File: src/icerr_regs.svh
`ifndef ICERR_REGS_SVH
`define ICERR_REGS_SVH
`define ICERR_OFS_PORT_ERR_HI 2'h0
`define ICERR_OFS_PORT_ERR_LO 2'h1
`define ICERR_OFS_ERR_CODE    2'h2
`define ICERR_OFS_ADD_CODE    2'h3
`define ICERR_PDU_LEN         3'h4
`define ICERR_PE_NONE         16'h0000
`define ICERR_PE_CONFLICT     16'h7000
`define ICERR_PE_INCORRECT    16'h7001
`define ICERR_PE_BLOCKED      16'h7002
`define ICERR_PE_TIMEOUT      16'h8000
`define ICERR_PE_BAD_PORT     16'h8001
`define ICERR_PE_RD_FAULT     16'h8052
`define ICERR_PE_WR_FAULT     16'h8053
`define ICERR_PE_FN_FAILED    16'h8055
`define ICERR_PE_FN_NOT_AVAIL 16'h8056
`define ICERR_PE_FN_NOT_SUPP  16'h8057
`endif

File: src/icerr_pkg.sv
package icerr_pkg;
  typedef enum logic [1:0] {
    ICERR_ST_IDLE,
    ICERR_ST_SEND
  } icerr_state_e;
endpackage

File: src/icerr_classify.sv
`include "icerr_regs.svh"
module icerr_classify (
  input  wire logic        hdr_conflict_in,
  input  wire logic        hdr_mismatch_in,
  input  wire logic        port_blocked_in,
  input  wire logic        bad_port_in,
  input  wire logic        fn_not_supp_in,
  input  wire logic        fn_not_avail_in,
  input  wire logic        fn_failed_in,
  input  wire logic        service_fail_in,
  output logic      [15:0] port_err_out
);
  // Header faults first: nothing else is trustworthy without a sane header
  always_comb begin
    if (hdr_conflict_in) begin
      port_err_out = `ICERR_PE_CONFLICT;
    end else if (hdr_mismatch_in) begin
      port_err_out = `ICERR_PE_INCORRECT;
    end else if (bad_port_in) begin
      port_err_out = `ICERR_PE_BAD_PORT;
    end else if (port_blocked_in) begin
      port_err_out = `ICERR_PE_BLOCKED;
    end else if (fn_not_supp_in) begin
      port_err_out = `ICERR_PE_FN_NOT_SUPP;
    end else if (fn_not_avail_in) begin
      port_err_out = `ICERR_PE_FN_NOT_AVAIL;
    end else if (fn_failed_in || service_fail_in) begin
      port_err_out = `ICERR_PE_FN_FAILED;
    end else begin
      port_err_out = `ICERR_PE_NONE;
    end
  end
endmodule

File: src/icerr_pdu.sv
`include "icerr_regs.svh"
// Function
// Port error at byte 0, error code at byte 2, additional code at byte 3.
// The two code bytes carry the codes returned by the underlying service.
// Header inconsistency gives 0x7000, request/response mismatch 0x7001.
// A temporarily unavailable port gives 0x7002.
// The client flags 0x8000 when a call never terminates (busy timeout).
// The client flags 0x8052 when its record read invocation fails.
// The client flags 0x8053 when its record write invocation fails.
// A function not possible in the port's present state gives 0x8056.
// A function unsupported on the addressed port gives 0x8057.
// Zero means success and no reserved value is ever produced.
module icerr_pdu (
  input  wire logic       clk_in,
  input  wire logic       rst_n_in,
  input  wire logic       call_done_in,
  input  wire logic       hdr_conflict_in,
  input  wire logic       hdr_mismatch_in,
  input  wire logic       port_blocked_in,
  input  wire logic       bad_port_in,
  input  wire logic       fn_not_supp_in,
  input  wire logic       fn_not_avail_in,
  input  wire logic       fn_failed_in,
  input  wire logic       service_fail_in,
  input  wire logic [7:0] al_err_code_in,
  input  wire logic [7:0] al_add_code_in,
  input  wire logic       byte_ready_in,
  output logic            ok_out,
  output logic            done_out,
  output logic            byte_valid_out,
  output logic      [7:0] byte_out,
  output logic      [1:0] byte_ofs_out,
  output logic            byte_last_out,
  output logic      [15:0] port_err_out
);

  icerr_pkg::icerr_state_e state;
  icerr_pkg::icerr_state_e next_state;
  logic [1:0]              idx;
  logic [1:0]              next_idx;

  logic [15:0]             code;
  logic [15:0]             next_port_err;
  logic [7:0]              pdu [0:3];
  logic [7:0]              next_pdu [0:3];
  logic [7:0]              load_pdu [0:3];

  logic                    take;
  logic                    take_ok;
  logic                    take_err;
  logic                    advance;
  logic                    last_taken;
  logic                    next_ok;
  logic                    next_done;

  logic                    next_byte_valid;
  logic [7:0]              next_byte;
  logic [1:0]              next_byte_ofs;
  logic                    next_byte_last;

  icerr_classify u_classify (
    .hdr_conflict_in (hdr_conflict_in),
    .hdr_mismatch_in (hdr_mismatch_in),
    .port_blocked_in (port_blocked_in),
    .bad_port_in     (bad_port_in),
    .fn_not_supp_in  (fn_not_supp_in),
    .fn_not_avail_in (fn_not_avail_in),
    .fn_failed_in    (fn_failed_in),
    .service_fail_in (service_fail_in),
    .port_err_out    (code)
  );

  // A call is taken only while idle; one landing mid-stream is dropped
  always_comb begin
    take     = (state == icerr_pkg::ICERR_ST_IDLE) && call_done_in;
    take_ok  = take && (code == `ICERR_PE_NONE);
    take_err = take && (code != `ICERR_PE_NONE);
  end

  // A stalled sink holds the byte; no timeout here, the caller owns that
  always_comb begin
    advance    = (state == icerr_pkg::ICERR_ST_SEND) && byte_ready_in;
    last_taken = advance && (idx == 2'h3);
  end

  // Port error goes out big-endian, high byte first as on the wire
  always_comb begin
    load_pdu[`ICERR_OFS_PORT_ERR_HI] = code[15:8];
    load_pdu[`ICERR_OFS_PORT_ERR_LO] = code[7:0];
    load_pdu[`ICERR_OFS_ERR_CODE]    = al_err_code_in;
    load_pdu[`ICERR_OFS_ADD_CODE]    = al_add_code_in;
  end

  // Only an error call loads the bytes; a success leaves the last response
  for (genvar g = 0; g < 4; g++) begin : g_pdu
    always_comb begin
      next_pdu[g] = take_err ? load_pdu[g] : pdu[g];
    end

    always_ff @(posedge clk_in or negedge rst_n_in) begin
      if (!rst_n_in) begin
        pdu[g] <= 8'h00;
      end else begin
        pdu[g] <= next_pdu[g];
      end
    end
  end

  // Two states suffice: the classifier settles the code in the call cycle
  always_comb begin
    next_state = state;
    unique case (state)
      icerr_pkg::ICERR_ST_IDLE: begin
        if (take_err) begin
          next_state = icerr_pkg::ICERR_ST_SEND;
        end
      end
      icerr_pkg::ICERR_ST_SEND: begin
        if (last_taken) begin
          next_state = icerr_pkg::ICERR_ST_IDLE;
        end
      end
      default: begin
        next_state = icerr_pkg::ICERR_ST_IDLE;
      end
    endcase
  end

  always_ff @(posedge clk_in or negedge rst_n_in) begin
    if (!rst_n_in) begin
      state <= icerr_pkg::ICERR_ST_IDLE;
    end else begin
      state <= next_state;
    end
  end

  // Offset restarts at zero for every response
  always_comb begin
    next_idx = idx;
    unique case (state)
      icerr_pkg::ICERR_ST_IDLE: begin
        if (take_err) begin
          next_idx = 2'h0;
        end
      end
      icerr_pkg::ICERR_ST_SEND: begin
        if (advance && !last_taken) begin
          next_idx = idx + 2'h1;
        end
      end
      default: begin
        next_idx = 2'h0;
      end
    endcase
  end

  always_ff @(posedge clk_in or negedge rst_n_in) begin
    if (!rst_n_in) begin
      idx <= 2'h0;
    end else begin
      idx <= next_idx;
    end
  end

  // Done ends either outcome so the caller waits on one strobe only
  always_comb begin
    next_ok   = take_ok;
    next_done = take_ok || last_taken;
  end

  always_ff @(posedge clk_in or negedge rst_n_in) begin
    if (!rst_n_in) begin
      ok_out   <= 1'b0;
      done_out <= 1'b0;
    end else begin
      ok_out   <= next_ok;
      done_out <= next_done;
    end
  end

  // Held until the next taken call so the caller may read it late
  always_comb begin
    if (take) begin
      next_port_err = code;
    end else begin
      next_port_err = port_err_out;
    end
  end

  always_ff @(posedge clk_in or negedge rst_n_in) begin
    if (!rst_n_in) begin
      port_err_out <= `ICERR_PE_NONE;
    end else begin
      port_err_out <= next_port_err;
    end
  end

  // Stream outputs come from next values so they leave flops in step
  // with the state instead of one cycle behind it
  always_comb begin
    next_byte_valid = (next_state == icerr_pkg::ICERR_ST_SEND);
    next_byte       = next_pdu[next_idx];
    next_byte_ofs   = next_idx;
    next_byte_last  = next_byte_valid && (next_idx == 2'h3);
  end

  // Reset values are the idle levels so no false byte follows reset
  always_ff @(posedge clk_in or negedge rst_n_in) begin
    if (!rst_n_in) begin
      byte_valid_out <= 1'b0;
      byte_out       <= 8'h00;
      byte_ofs_out   <= 2'h0;
      byte_last_out  <= 1'b0;
    end else begin
      byte_valid_out <= next_byte_valid;
      byte_out       <= next_byte;
      byte_ofs_out   <= next_byte_ofs;
      byte_last_out  <= next_byte_last;
    end
  end
endmodule

File: config.mk
export PLATFORM = sky130hd
export DESIGN_NAME = icerr_pdu
export DESIGN_NICKNAME = d
export VERILOG_FILES = /design/src/icerr_pkg.sv /design/src/icerr_classify.sv /design/src/icerr_pdu.sv
export VERILOG_INCLUDE_DIRS = /design/src
export SDC_FILE = /design/constraint.sdc
export NUM_CORES = 1
export LEC_CHECK = 0
export BUFFER_PORTS_ARGS = -buffer_cell sky130_fd_sc_hd__buf_2
export CAP_MARGIN = 20
export CORE_ASPECT_RATIO = 2
export CORE_MARGIN = 4
export CORE_UTILIZATION = 29
export DETAILED_ROUTE_END_ITERATION = 12
export PLACE_DENSITY = 0.59
export SYNTH_ARGS = -nofsm -noshare
export SYNTH_HDL_FRONTEND = slang
export SYNTH_HIERARCHICAL = 1
export SYNTH_SLANG_ARGS = --single-unit
File: constraint.sdc
create_clock -name clk_in -period 3.7 [get_ports clk_in]
set_input_delay 0.74 -clock clk_in [delete_from_list [all_inputs] [get_ports clk_in]]
set_output_delay 0.74 -clock clk_in [all_outputs]
set_load 0.05 [all_outputs]
## After elaboration in Yosys (flattened, before gate mapping)

Cells that the tools add are included.

| word-level totals | value |
|---|---|
| bits in registers | 64 |
| logic and storage cells | 52 |
| input bits | 28 |
| output and inout bits | 30 |

| cells by class | value |
|---|---|
| bitwise operators | 1 |
| reduce and logical (&&, ||, !) cells | 13 |
| mux-type cells | 20 |
| $lt $le $gt $ge | 1 |
| add/subtract/negate cells | 1 |
| equal/unequal tests | 4 |

Operator list:

| kind | number |
|---|---|
| 16-bit 2-to-1 mux | 7 |
| 8-bit 2-to-1 mux | 6 |
| 8-bit binary-select mux with 2-bit select | 1 |
| 16-bit logical NOT | 1 |
| 16-bit nonzero test | 1 |
| 2-bit 2-to-1 mux | 4 |
| 2-bit one-hot mux with 2 select lines | 2 |
| 1-bit logical AND | 7 |
| 2-bit by 1-bit equality test with 1-bit output, second input constant | 2 |
| 2-bit equality test, second input constant | 2 |
| 3-bit >= comparator, second input constant | 1 |
| 2-bit NOT with 3-bit output | 1 |
| 2-bit by 1-bit adder with 2-bit output, second input constant | 1 |
| 2-bit logical NOT | 1 |
| 1-bit logical OR | 2 |
| 1-bit logical NOT | 1 |

## Logic depth before layout (Yosys ltp)

Gate-level depths: netlist of run 1.

| depth | value |
|---|---|
| depth after elaboration | 16 |
| depth in mapped cells | 10 |
| gate-level depth less buffers | 9 |

## By module

Netlist of run 1, hierarchy kept.

Modules (own cells, without submodules):

| module | cells an instance | instances | area each (um2) | seq. area each (um2) |
|---|---|---|---|---|
| icerr_pdu | 212 | 1 | 2,571.2 | 1,601.5 |
| icerr_classify | 24 | 1 | 165.2 | 0.0 |

## Least setup slack after synthesis of run 1

No wires, ideal clock.

| timing | value |
|---|---|
| path kind | input -> register |
| start | input fn_not_supp_in |
| end | register byte_out[1] |
| path slack | 824 ps |
| buffers on the path | 2 |
| stages on the path | 10 |
| arrival time | 2,753 ps |
| setup time | 123 ps |
| data required time | 3,577 ps |
| cell sequence | nor4_2 -> nor4b_1 -> buf_4 -> nor4_2 -> nand4_2 -> a311o_1 -> or2_1 -> buf_6 -> o22a_1 -> o221a_2 |

| on the way | value |
|---|---|
| cells in the longest elaborated chain, start to end | 13 |
| elaborated cells on any way between the ends | 17 |
| classes of those cells | mux: 14; bitwise: 1; reduce/logical: 2 |

Ends and longest elaborated chain:

| item | RTL line | text |
|---|---|---|
| start, declared | icerr_pdu.sv:21 | `input wire logic fn_not_supp_in,` |
| 16-bit 2-to-1 mux (*) | icerr_classify.sv:23 | `end else if (fn_not_supp_in) begin` |
| 16-bit 2-to-1 mux (*) | icerr_classify.sv:21 | `end else if (port_blocked_in) begin` |
| 16-bit 2-to-1 mux (*) | icerr_classify.sv:19 | `end else if (bad_port_in) begin` |
| 16-bit 2-to-1 mux (*) | icerr_classify.sv:17 | `end else if (hdr_mismatch_in) begin` |
| 16-bit 2-to-1 mux (*) | icerr_classify.sv:15 | `if (hdr_conflict_in) begin` |
| net code[2] | icerr_pdu.sv:42 | `logic [15:0] code;` |
| 16-bit nonzero test (no line) (*) | - |  |
| 1-bit logical AND (*) | icerr_pdu.sv:77 | `` take_err = take && (code != `ICERR_PE_NONE); `` |
| 2-bit 2-to-1 mux | icerr_pdu.sv:142 | `if (take_err) begin` |
| 2-bit one-hot mux with 2 select lines | icerr_pdu.sv:140 | `unique case (state)` |
| 2-bit NOT with 3-bit output (not written as such) | icerr_pdu.sv:202 | `next_byte = next_pdu[next_idx];` |
| 8-bit binary-select mux with 2-bit select (*) | icerr_pdu.sv:202 |  |
| 8-bit 2-to-1 mux (not written as such) (*) (2 in a row) | icerr_pdu.sv:202 |  |
| net next_byte[1] | icerr_pdu.sv:57 | `logic [7:0] next_byte;` |
| end signal, assigned | icerr_pdu.sv:216 | `byte_out <= next_byte;` |
| end, declared | icerr_pdu.sv:31 | `output logic [7:0] byte_out,` |

Mark *: on every way through the listed nets, which the timed path passes. The rest lies on a longest branch. The select of a mux whose other input is x is not followed.
A chain may end at the register's enable or synchronous reset.

==> run summary, run 1 <==
status: finished, final reports clean
TritonCTS buffer count: 9
EDFF count, synth: 0
crit end category: register
Synth Cell Area: 0.00274 mm2
ys async rst share: 100%
Power Dens Cells: 640 mW/mm2
Max Fclk: 0.305 GHz
flip-flop and latch area: 0.00160 mm2
later-pin clock latency in the skew report: 330 ps
Synth Area per Inst: 11.6 um2
vias per std cell: 4.78
global-route wire length before repair: 10,800 um
Slew headroom: 47.4%
H-tree depth: 3
filler cell count: 901
Final Cell Area: 0.00338 mm2
total grt overflow: 0
#FFs+latches synth: 64
Fin Setup TNS: 0 ps
I/O pin count: 58
DP HPWL: 5230 um
share of cells above drive strength 1: 39.7%
count of port buffers added during placement: 57
HP Start: pdu[16]
total number of vias: 1,923
DR WL/cell: 16.5 um
Root Buffer: clkbuf_16
critical path class: in -> reg
Reg2Reg Depth: 8
Synth area leader: dfrtp_1
CP max stage delay: 620 ps
RSZ-0062 raised after global routing: false
Synth warnings: 6
largest net degree at the start of global routing: 37
clock sinks: 64
main area contributors after synthesis: dfrtp_1 59%, mux2_2 7.4%, nand2_1 7.3%
area of the die: 0.0111 mm2
Clk pwr share: 38.9%
Comb power frac: 21.5%
Placed Area: 0.00308 mm2
area of the multi-input gates: 0.00101 mm2
top cells by count, synth: 64 x dfrtp_1, 53 x nand2_1, 18 x mux2_2
CTS max path bufs: 2
Synth cell types: 38
DRC: 0
sequential cell fraction of total power: 39.6%
initial antenna violation count: 0
Post-CTS Setup Inserts: 0
Setup Skew: 9.21 ps
Worst EP required: 3900 ps
CTS resizes: 0
RR Startpoint: state[0]
CTS tree: done
Max Transition Viols Final: 0
Starting Density: 30.0%
Tcrit/Tclk final: 88.6%
Final min period: 3280 ps
fraction of the yosys area taken by sequential cells: 58.5%
standard-cell rows: 49
P_sw: 0.000652 W
number of global-route vias before repair: 2,083
Hold EP: pdu[16]
crit path max fanout: 16
switching portion of total power: 30.1%
Syn-to-layout area delta: 23.6%
Synth Instances: 236
kind of cell adding the most delay to the critical path: compound AO/OA/AOI/OAI gates
Ant. Diodes: 0
critical path launch point type: input port
cell with the most instances after synthesis: dfrtp_1
Arrival @ worst endpoint: 3480 ps
HP Class: reg -> reg
DIE HEIGHT: 145 um
hold buffers post-CTS: 0
clock-pin slew on the worst setup and hold paths: 50 ps
crit path max-delay cell type: o21ai_1
WP buf/inv: 3
Cell Chain, Critical Path: buf_2 -> inv_1 -> o21ai_1 -> a21oi_1 -> nor4_4 -> nand4_2 -> nand2_2 -> buf_4 -> mux2_2 -> o22ai_1 -> nor2_1
DRT Wirelength: 6630 um
Worst Tran Pin Value: 783 ps
Fin. Hold Viols: 0
Final #Nets: 324
Hold Path Depth: 1
Synth Flop Type: dfrtp_1
number of detailed-route iterations in the first pass: 4
core area: 0.00914 mm2
Initial DRC Count: 52
GPL Wtd Cong: 0.753
Final setup viols: 0
DIE WIDTH: 76.7 um
Reg-to-Reg End: byte_out[5]
max-cap viol count: 0
peak supply drop: 0.000235 V
Total GRT Usage: 12.7%
overall power: 0.00217 W
R2R Setup Slk: 1010 ps
share of the synthesized area in the top cell type: 58.5%
Final ANT Viol Nets: 0
P_int: 0.00151 W
Leak: 1.72 nW
routing by layer:
layer  vias to the layer above  wire, um  GRT usage [%]
met4                         0       239           7.71
met2                        47      3690           22.7
met5                         -         0              0
met1                       947      2400           12.7
li1                        915         -              -
met3                        14       293           3.72
worst max-delay path by stage:
stage | start | endpoint | slack [ps] | cells past startpoint
6_report | port_blocked_in | byte_out[2] | 420 | 11
5_1_grt | port_blocked_in | byte_out[2] | 250 | 11
4_1_cts | port_blocked_in | byte_out[2] | 400 | 11
3_5_place_dp | port_blocked_in | byte_out[2] | 60 | 11
3_3_place_gp | port_blocked_in | byte_out[2] | 140 | 11
2_1_floorplan | fn_not_supp_in | byte_out[1] | 820 | 10
flip-flops by register name, indices dropped and copies added, names as in the netlist:
name / flops
done_out: 1
byte_ofs_out: 2
ok_out: 1
byte_out: 8
pdu: 32
port_err_out: 16
state: 2
byte_valid_out: 1
byte_last_out: 1
cells by family (layout without fill, tap and decap cells):
group	count (synthesis)	count (layout)	share of synthesized area (%)
AO/OA/AOI/OAI	43	43	12.5
adder cells (fa/ha/maj)	1	1	0.457
buffers and inverters	25	83	5.44
flip-flops	64	64	58.5
multiplexers	18	18	7.41
other	2	8	0.274
AND/OR/NAND/NOR	83	83	15.4
through the flow:
stage	instances	util [%]	hold slack [ps]	worst slack [ps]
2_1_floorplan	242	-	443	824
3_3_place_gp	386	33.7	458	145
3_5_place_dp	386	33.7	464	58.5
4_1_cts	402	37.0	475	403
5_1_grt	402	37.0	489	252
6_report	402	37.0	471	423
area by class of cell:
cell class,count,area share (%)
sequential,64,47.3
multi-input combinational,153,29.8
timing repair buffer,63,9.76
clock buffer,13,7.69
tap,102,3.77
clock inverter,3,1.18
inverter,4,0.444
placed cells by master (no fill, tap or decap), types with 2 or more instances in the layout:
cell	count
clkinv_2	2
buf_2	57
nand2_1	53
a21bo_2	14
clkbuf_8	2
nor2_1	11
mux2_2	18
clkbuf_16	9
nor4_2	4
a21oi_1	4
inv_1	4
buf_4	6
conb_1	8
nand2b_1	2
and2_1	2
o22ai_1	15
dfrtp_1	64
clkbuf_1	2
power groups by stage:
stage | logic [W] | registers, W | clock network, W
2_1_floorplan | 0.000173 | 0.00103 | 0
3_3_place_gp | 0.000462 | 0.000868 | 0
3_5_place_dp | 0.000471 | 0.000871 | 0
4_1_cts | 0.000472 | 0.000859 | 0.000857
5_1_grt | 0.000501 | 0.000869 | 0.000885
6_report | 0.000466 | 0.000858 | 0.000842
No activity file was read; power rests on OpenSTA's default activity.
==> run 2, diff against run 1 <==
- CORE_ASPECT_RATIO: 2 -> default
==> run 2 against run 1 <==
Effect of this change:
- cell area decreased by 2.7%
- utilization decreased by 1.2 points
- critical path type unchanged
- total power decreased by 11%
- sequential cell count unchanged
- critical endpoint is now byte_out[1]
- highest routed layer unchanged
- die area decreased by 0.85%
- worst setup slack improved by 150 ps
- via count decreased by 1.5%
- clock skew decreased by 1.2 ps
==> run summary, run 2 (synthesized netlist as in run 1, its figures left out) <==
total number of vias: 1,894 (-1.5%)
Post-CTS Setup Inserts: 0 (unchanged)
commonest non-fill, non-tap cell in the layout: dfrtp_1
Final Cell Area: 0.00329 mm2 (-2.7%)
Fin. Hold Viols: 0 (unchanged)
P_int: 0.00130 W (-14%)
CP max stage delay: 600 ps (-20 ps)
Placed Area: 0.00308 mm2 (-0.12%)
TritonCTS buffer count: 9 (unchanged)
critical path launch point type: input port
pre-CTS WS: 63.2 ps (+4.71 ps)
Leak: 1.66 nW (-3.5%)
Initial DRC Count: 61 (+17%)
clock-pin slew on the worst setup and hold paths: 70 ps (+20 ps)
DRC: 0 (unchanged)
Max Transition Viols Final: 0 (unchanged)
H-tree depth: 3 (unchanged)
total grt overflow: 0 (unchanged)
Slew headroom: 47.9% (+0.44 points)
overall power: 0.00193 W (-11%)
Largest register FFs: 32 (unchanged)
Syn-to-layout area delta: 20.3%
WP buf/inv: 2 (-1)
largest reg by FF count: pdu
number of global-route vias before repair: 1,942 (-6.8%)
Worst EP required: 3930 ps (+30 ps)
switching portion of total power: 32.6% (+2.5 points)
crit path max-delay cell type: o21ai_1
count of port buffers added during placement: 57 (unchanged)
standard-cell rows: 35 (-29%)
DR WL/cell: 15.2 um (-7.5%)
Power Dens Cells: 588 mW/mm2 (-8.2%)
initial antenna violation count: 0 (unchanged)
global-route wire length before repair: 10,200 um (-5.2%)
top flop regs: pdu (32), port_err_out (16), byte_out (8)
DRT Wirelength: 6250 um (-5.7%)
status: finished, final reports clean
area of the die: 0.0111 mm2 (-0.85%)
largest net degree at the start of global routing: 65 (+76%)
crit path max fanout: 24 (+8)
Total GRT Usage: 12.1% (-0.60 points)
sequential cell fraction of total power: 44.2% (+4.6 points)
Clk pwr share: 32.0% (-6.9 points)
kind of cell adding the most delay to the critical path: compound AO/OA/AOI/OAI gates
Root Buffer: clkbuf_8
CTS tree: done
Setup Skew: 7.98 ps (-1.23 ps)
I/O pin count: 58 (unchanged)
CTS resizes: 0 (unchanged)
HP Class: reg -> reg
Ant. Diodes: 0 (unchanged)
DP HPWL: 4620 um (-12%)
P_sw: 0.000631 W (-3.1%)
peak supply drop: 0.000186 V (-21%)
DIE HEIGHT: 105 um (-28%)
critical path class: in -> reg
core area: 0.00920 mm2 (+0.67%)
Final min period: 3130 ps (-152 ps)
CTS max path bufs: 2 (unchanged)
later-pin clock latency in the skew report: 340 ps (about the same)
Tcrit/Tclk final: 84.5% (-4.1 points)
RSZ-0062 raised after global routing: false
final setup margin: 575 ps (+152 ps)
number of detailed-route iterations in the first pass: 4 (unchanged)
DIE WIDTH: 105 um (+37%)
vias per std cell: 4.62 (-3.4%)
most frequent cells in the layout: 64 x dfrtp_1, 57 x buf_2, 53 x nand2_1
Final setup viols: 0 (unchanged)
Comb power frac: 23.9% (+2.4 points)
clock sinks: 64 (unchanged)
Fin Setup TNS: 0 ps (unchanged)
Starting Density: 29.8% (-0.20 points)
Arrival @ worst endpoint: 3360 ps (-120 ps)
Max Fclk: 0.320 GHz (+4.9%)
max-cap viol count: 0 (unchanged)
Worst Tran Pin Value: 782 ps (-1.38 ps)
Cell Chain, Critical Path: buf_2 -> inv_1 -> o21ai_1 -> a21oi_1 -> nor4_4 -> nand4_2 -> nand2_2 -> mux2_2 -> o22a_1 -> o221a_2
crit end category: register
Final #Nets: 323 (-0.31%)
GPL Wtd Cong: 0.807 (+7.2%)
share of cells above drive strength 1: 39.8% (+0.13 points)
hold buffers post-CTS: 0 (unchanged)
Final ANT Viol Nets: 0 (unchanged)
[run 2: layout make-up]
class	count	area, um2
flip-flops and latches	64	1600
fillers	942	5900
multi-input cells	153	1010
repair buffers	62	320
inverters	4	15.0
well taps	111	139
clock inverters	4	52.6
clock buffers	12	155
[run 2: final timing paths]
check | start | to | slack [ps] | cells after the start
max in group asynchronous | rst_n_in | pdu[17] | 2630 | 2
max reg2reg | byte_ofs_out[1] | byte_out[1] | 1440 | 7
min reg2reg | port_err_out[5] | port_err_out[5] | 470 | 2
min in group asynchronous | rst_n_in | pdu[4] | 560 | 2
min | port_err_out[5] | port_err_out[5] | 470 | 2
max | port_blocked_in | byte_out[1] | 570 | 10
[run 2: per-layer routing]
| layer | track usage [%] | up-vias | share of wire, % |
|---|---|---|---|
| met4 | 5.62 | 0 | 1.9 |
| met1 | 16.2 | 919 | 48 |
| met2 | 18.0 | 52 | 44 |
| met3 | 3.64 | 10 | 5.5 |
| met5 | 0 | - | 0 |
| li1 | - | 913 | - |
[run 2: stage by stage]
step / util (%) / hold slack [ps] / cells
2_1_floorplan: - / 443 / 242
3_3_place_gp: 33.5 / 457 / 393
3_5_place_dp: 33.5 / 458 / 393
4_1_cts: 35.7 / 477 / 409
5_1_grt: 35.8 / 494 / 410
6_report: 35.8 / 471 / 410
[run 2: power groups by stage]
stage | clock network [W] | registers (W) | logic [W]
3_5_place_dp | 0 | 0.000867 | 0.000465
2_1_floorplan | 0 | 0.00103 | 0.000173
5_1_grt | 0.000668 | 0.000867 | 0.000499
3_3_place_gp | 0 | 0.000866 | 0.000461
6_report | 0.000619 | 0.000855 | 0.000462
4_1_cts | 0.000636 | 0.000856 | 0.000467
[run 2: tightest hold or removal path, stage by stage, from the launching register on]
cell and delay [ps]:
dfrtp_1 340, nand2_1 50, nand2_1 50
==> run 3, diff against run 2 <==
- ABC_AREA: default -> 1
- PLACE_DENSITY: 0.59 -> 0.58
- clock period: 3.7 -> 3.05 ns (I/O delays scaled with it)
==> run 3 against run 2 <==
Effect of this change:
- register-to-register slack got worse by 350 ps
- total power increased by 38%
- sequential cell count unchanged
- die area increased by 18%
- cell count increased by 51%
- synthesized cell count increased by 80%
- combinational power increased by 45%
- cell area increased by 18%
- clock skew increased by 1.0 ps
- utilization decreased by 0.20 points
- clock power increased by 56%
- sequential power increased by 22%
- largest power group unchanged
- highest routed layer unchanged
==> run summary, run 3 <==
Synth Cell Area: 0.00326 mm2 (+19%)
Synth area leader: dfrtp_1
Final #Nets: 506 (+57%)
core area: 0.0109 mm2 (+19%)
Largest register FFs: 32 (unchanged)
hold buffers post-CTS: 0 (unchanged)
clock-pin slew on the worst setup and hold paths: 50 ps (-20 ps)
HP Class: in -> async
Placed Area: 0.00362 mm2 (+17%)
area of the die: 0.0130 mm2 (+18%)
largest reg by FF count: pdu
DRC: 0 (unchanged)
#FFs+latches synth: 64 (unchanged)
standard-cell rows: 38 (+8.6%)
fraction of the yosys area taken by sequential cells: 49.1% (-9.4 points)
ys async rst share: 100% (unchanged)
R2R Setup Slk: 1090 ps (-350 ps)
Root Buffer: clkbuf_16
WP buf/inv: 3 (+1)
Starting Density: 29.8% (+0.073 points)
Max Transition Viols Final: 0 (unchanged)
Worst Tran Pin Value: 819 ps (+37.5 ps)
status: finished, final reports clean
kind of cell adding the most delay to the critical path: compound AO/OA/AOI/OAI gates
Fin Setup TNS: 0 ps (unchanged)
Fin. Hold Viols: 0 (unchanged)
Arrival @ worst endpoint: 2700 ps (-660 ps)
Final min period: 2440 ps
crit end category: register
CTS resizes: 0 (unchanged)
Slew headroom: 44.8% (-3.1 points)
Syn-to-layout area delta: 19.3%
GPL Wtd Cong: 0.838 (+3.9%)
cell with the most instances after synthesis: nand2_1
H-tree depth: 3 (unchanged)
top flop regs: pdu (32), port_err_out (16), byte_out (8)
total number of vias: 2,595 (+37%)
commonest non-fill, non-tap cell in the layout: nand2_1
DP HPWL: 5570 um (+21%)
Tcrit/Tclk final: 79.9%
share of cells above drive strength 1: 18.5% (-21 points)
clock sinks: 64 (unchanged)
number of detailed-route iterations in the first pass: 4 (unchanged)
max-cap viol count: 0 (unchanged)
total grt overflow: 0 (unchanged)
I/O pin count: 58 (unchanged)
Final Cell Area: 0.00389 mm2 (+18%)
Max Fclk: 0.410 GHz
Synth Area per Inst: 7.68 um2 (-34%)
Setup Skew: 9.01 ps (+1.02 ps)
TritonCTS buffer count: 9 (unchanged)
Synth warnings: 6 (unchanged)
critical path class: in -> reg
Worst EP required: 3310 ps (-620 ps)
Total GRT Usage: 12.8% (+0.65 points)
Cell Chain, Critical Path: buf_2 -> inv_1 -> o21ai_0 -> nor2_1 -> nand2_1 -> nor2_1 -> nand2_2 -> nand2_2 -> buf_4 -> a21oi_2 -> nand3_1 -> nand2_1
Synth Flop Type: dfrtp_1
Final ANT Viol Nets: 0 (unchanged)
Leak: 2.19 nW (+32%)
count of port buffers added during placement: 57 (unchanged)
Post-CTS Setup Inserts: 0 (unchanged)
DRT Wirelength: 7600 um (+22%)
CP max stage delay: 650 ps (+50 ps)
EDFF count, synth: 0 (unchanged)
vias per std cell: 4.19 (-9.4%)
critical path launch point type: input port
Final setup viols: 0 (unchanged)
Synth cell types: 27 (-29%)
DIE HEIGHT: 114 um (+8.5%)
share of the synthesized area in the top cell type: 49.1% (-9.4 points)
peak supply drop: 0.000283 V (+52%)
path length in cells of the critical path: 12 (+2)
Power Dens Cells: 688 mW/mm2 (+17%)
largest net degree at the start of global routing: 40 (-38%)
Ant. Diodes: 0 (unchanged)
RSZ-0062 raised after global routing: false
Reg2Reg Depth: 7 (unchanged)
Initial DRC Count: 100 (+64%)
number of global-route vias before repair: 2,696 (+39%)
crit path max fanout: 37 (+54%)
top cells by count, synth: 150 x nand2_1, 82 x inv_1, 64 x dfrtp_1
crit path max-delay cell type: o21ai_0
DIE WIDTH: 114 um (+8.5%)
CTS max path bufs: 2 (unchanged)
DR WL/cell: 12.3 um (-20%)
Synth Instances: 425 (+80%)
main area contributors after synthesis: dfrtp_1 49%, nand2_1 17%, inv_1 9.4%
CTS tree: done
global-route wire length before repair: 13,100 um (+29%)
later-pin clock latency in the skew report: 330 ps (about the same)
initial antenna violation count: 0 (unchanged)
most frequent cells in the layout: 150 x nand2_1, 82 x inv_1, 64 x dfrtp_1
-- run 3: changes by cell type after synthesis, moves of 14 or more --
| cell | change |
|---|---|
| o22ai_1 | -15 |
| a21bo_2 | -14 |
| nand2_1 | +97 |
| nand3_1 | +27 |
| mux2_2 | -18 |
| inv_1 | +78 |
| nand3b_1 | +24 |
-- run 3: report_power, final --
part / total [W] / switching [W] / internal (W) / leakage (nW)
Sequential: 0.00104 / 0.0000504 / 0.000992 / 0.742
Combinational: 0.000670 / 0.000494 / 0.000175 / 1.31
Clock: 0.000967 / 0.000348 / 0.000619 / 0.134
Total: 0.00268 / 0.000893 / 0.00179 / 2.19
-- run 3: worst reg2reg max path, cell delays in order, from the launching register on --
cell and delay (ps):
dfrtp_1 380, or2_4 290, nor2_8 220, nand2_2 100, buf_4 270, a21oi_2 400
nand3_1 140, nand2_1 100
-- run 3: worst paths after layout --
check	start	end
setup / recovery	port_blocked_in	byte_out[6]
hold / removal	rst_n_in	byte_ofs_out[1]
setup reg to reg	state[1]	byte_out[6]
hold reg to reg	port_err_out[15]	port_err_out[15]
max in group asynchronous	rst_n_in	pdu[25]
min in group clk_in	port_err_out[15]	port_err_out[15]
-- run 3: area by class of cell --
type                       count  area [um2]
clock buffer                  10         229
tap                          140         175
sequential                    64        1600
clock inverter                 4        47.5
multi-input combinational    257        1190
timing repair buffer          62         335
fill                        1183        7040
inverter                      83         312
-- run 3: per-layer routing --
metal,vias up,part of all wire (%),global-route usage (%)
met1,1180,48,17.0
met2,54,45,19.9
met4,0,1.8,4.99
met5,-,0,0
li1,1349,-,-
met3,12,5.6,3.28
-- run 3: metrics by stage --
step / hold slack [ps] / std cells / power, W / worst slack (ps) / util (%)
after detailed placement: 460 / 606 / 0.00174 / 281 / 33.1
after CTS: 333 / 620 / 0.00272 / 624 / 35.6
after global routing: 361 / 620 / 0.00285 / 335 / 35.6
after floorplan: 314 / 431 / 0.00156 / 878 / -
final: 309 / 620 / 0.00268 / 612 / 35.6
after global placement: 459 / 606 / 0.00173 / 437 / 33.1
-- run 3: cell families after synthesis --
family | Yosys count | share of synthesized area (%)
buf+inv | 110 | 15.0
compound gates | 17 | 3.11
flops | 64 | 49.1
simple gates | 231 | 32.1
other cells | 2 | 0.230
fa+ha+maj | 1 | 0.384
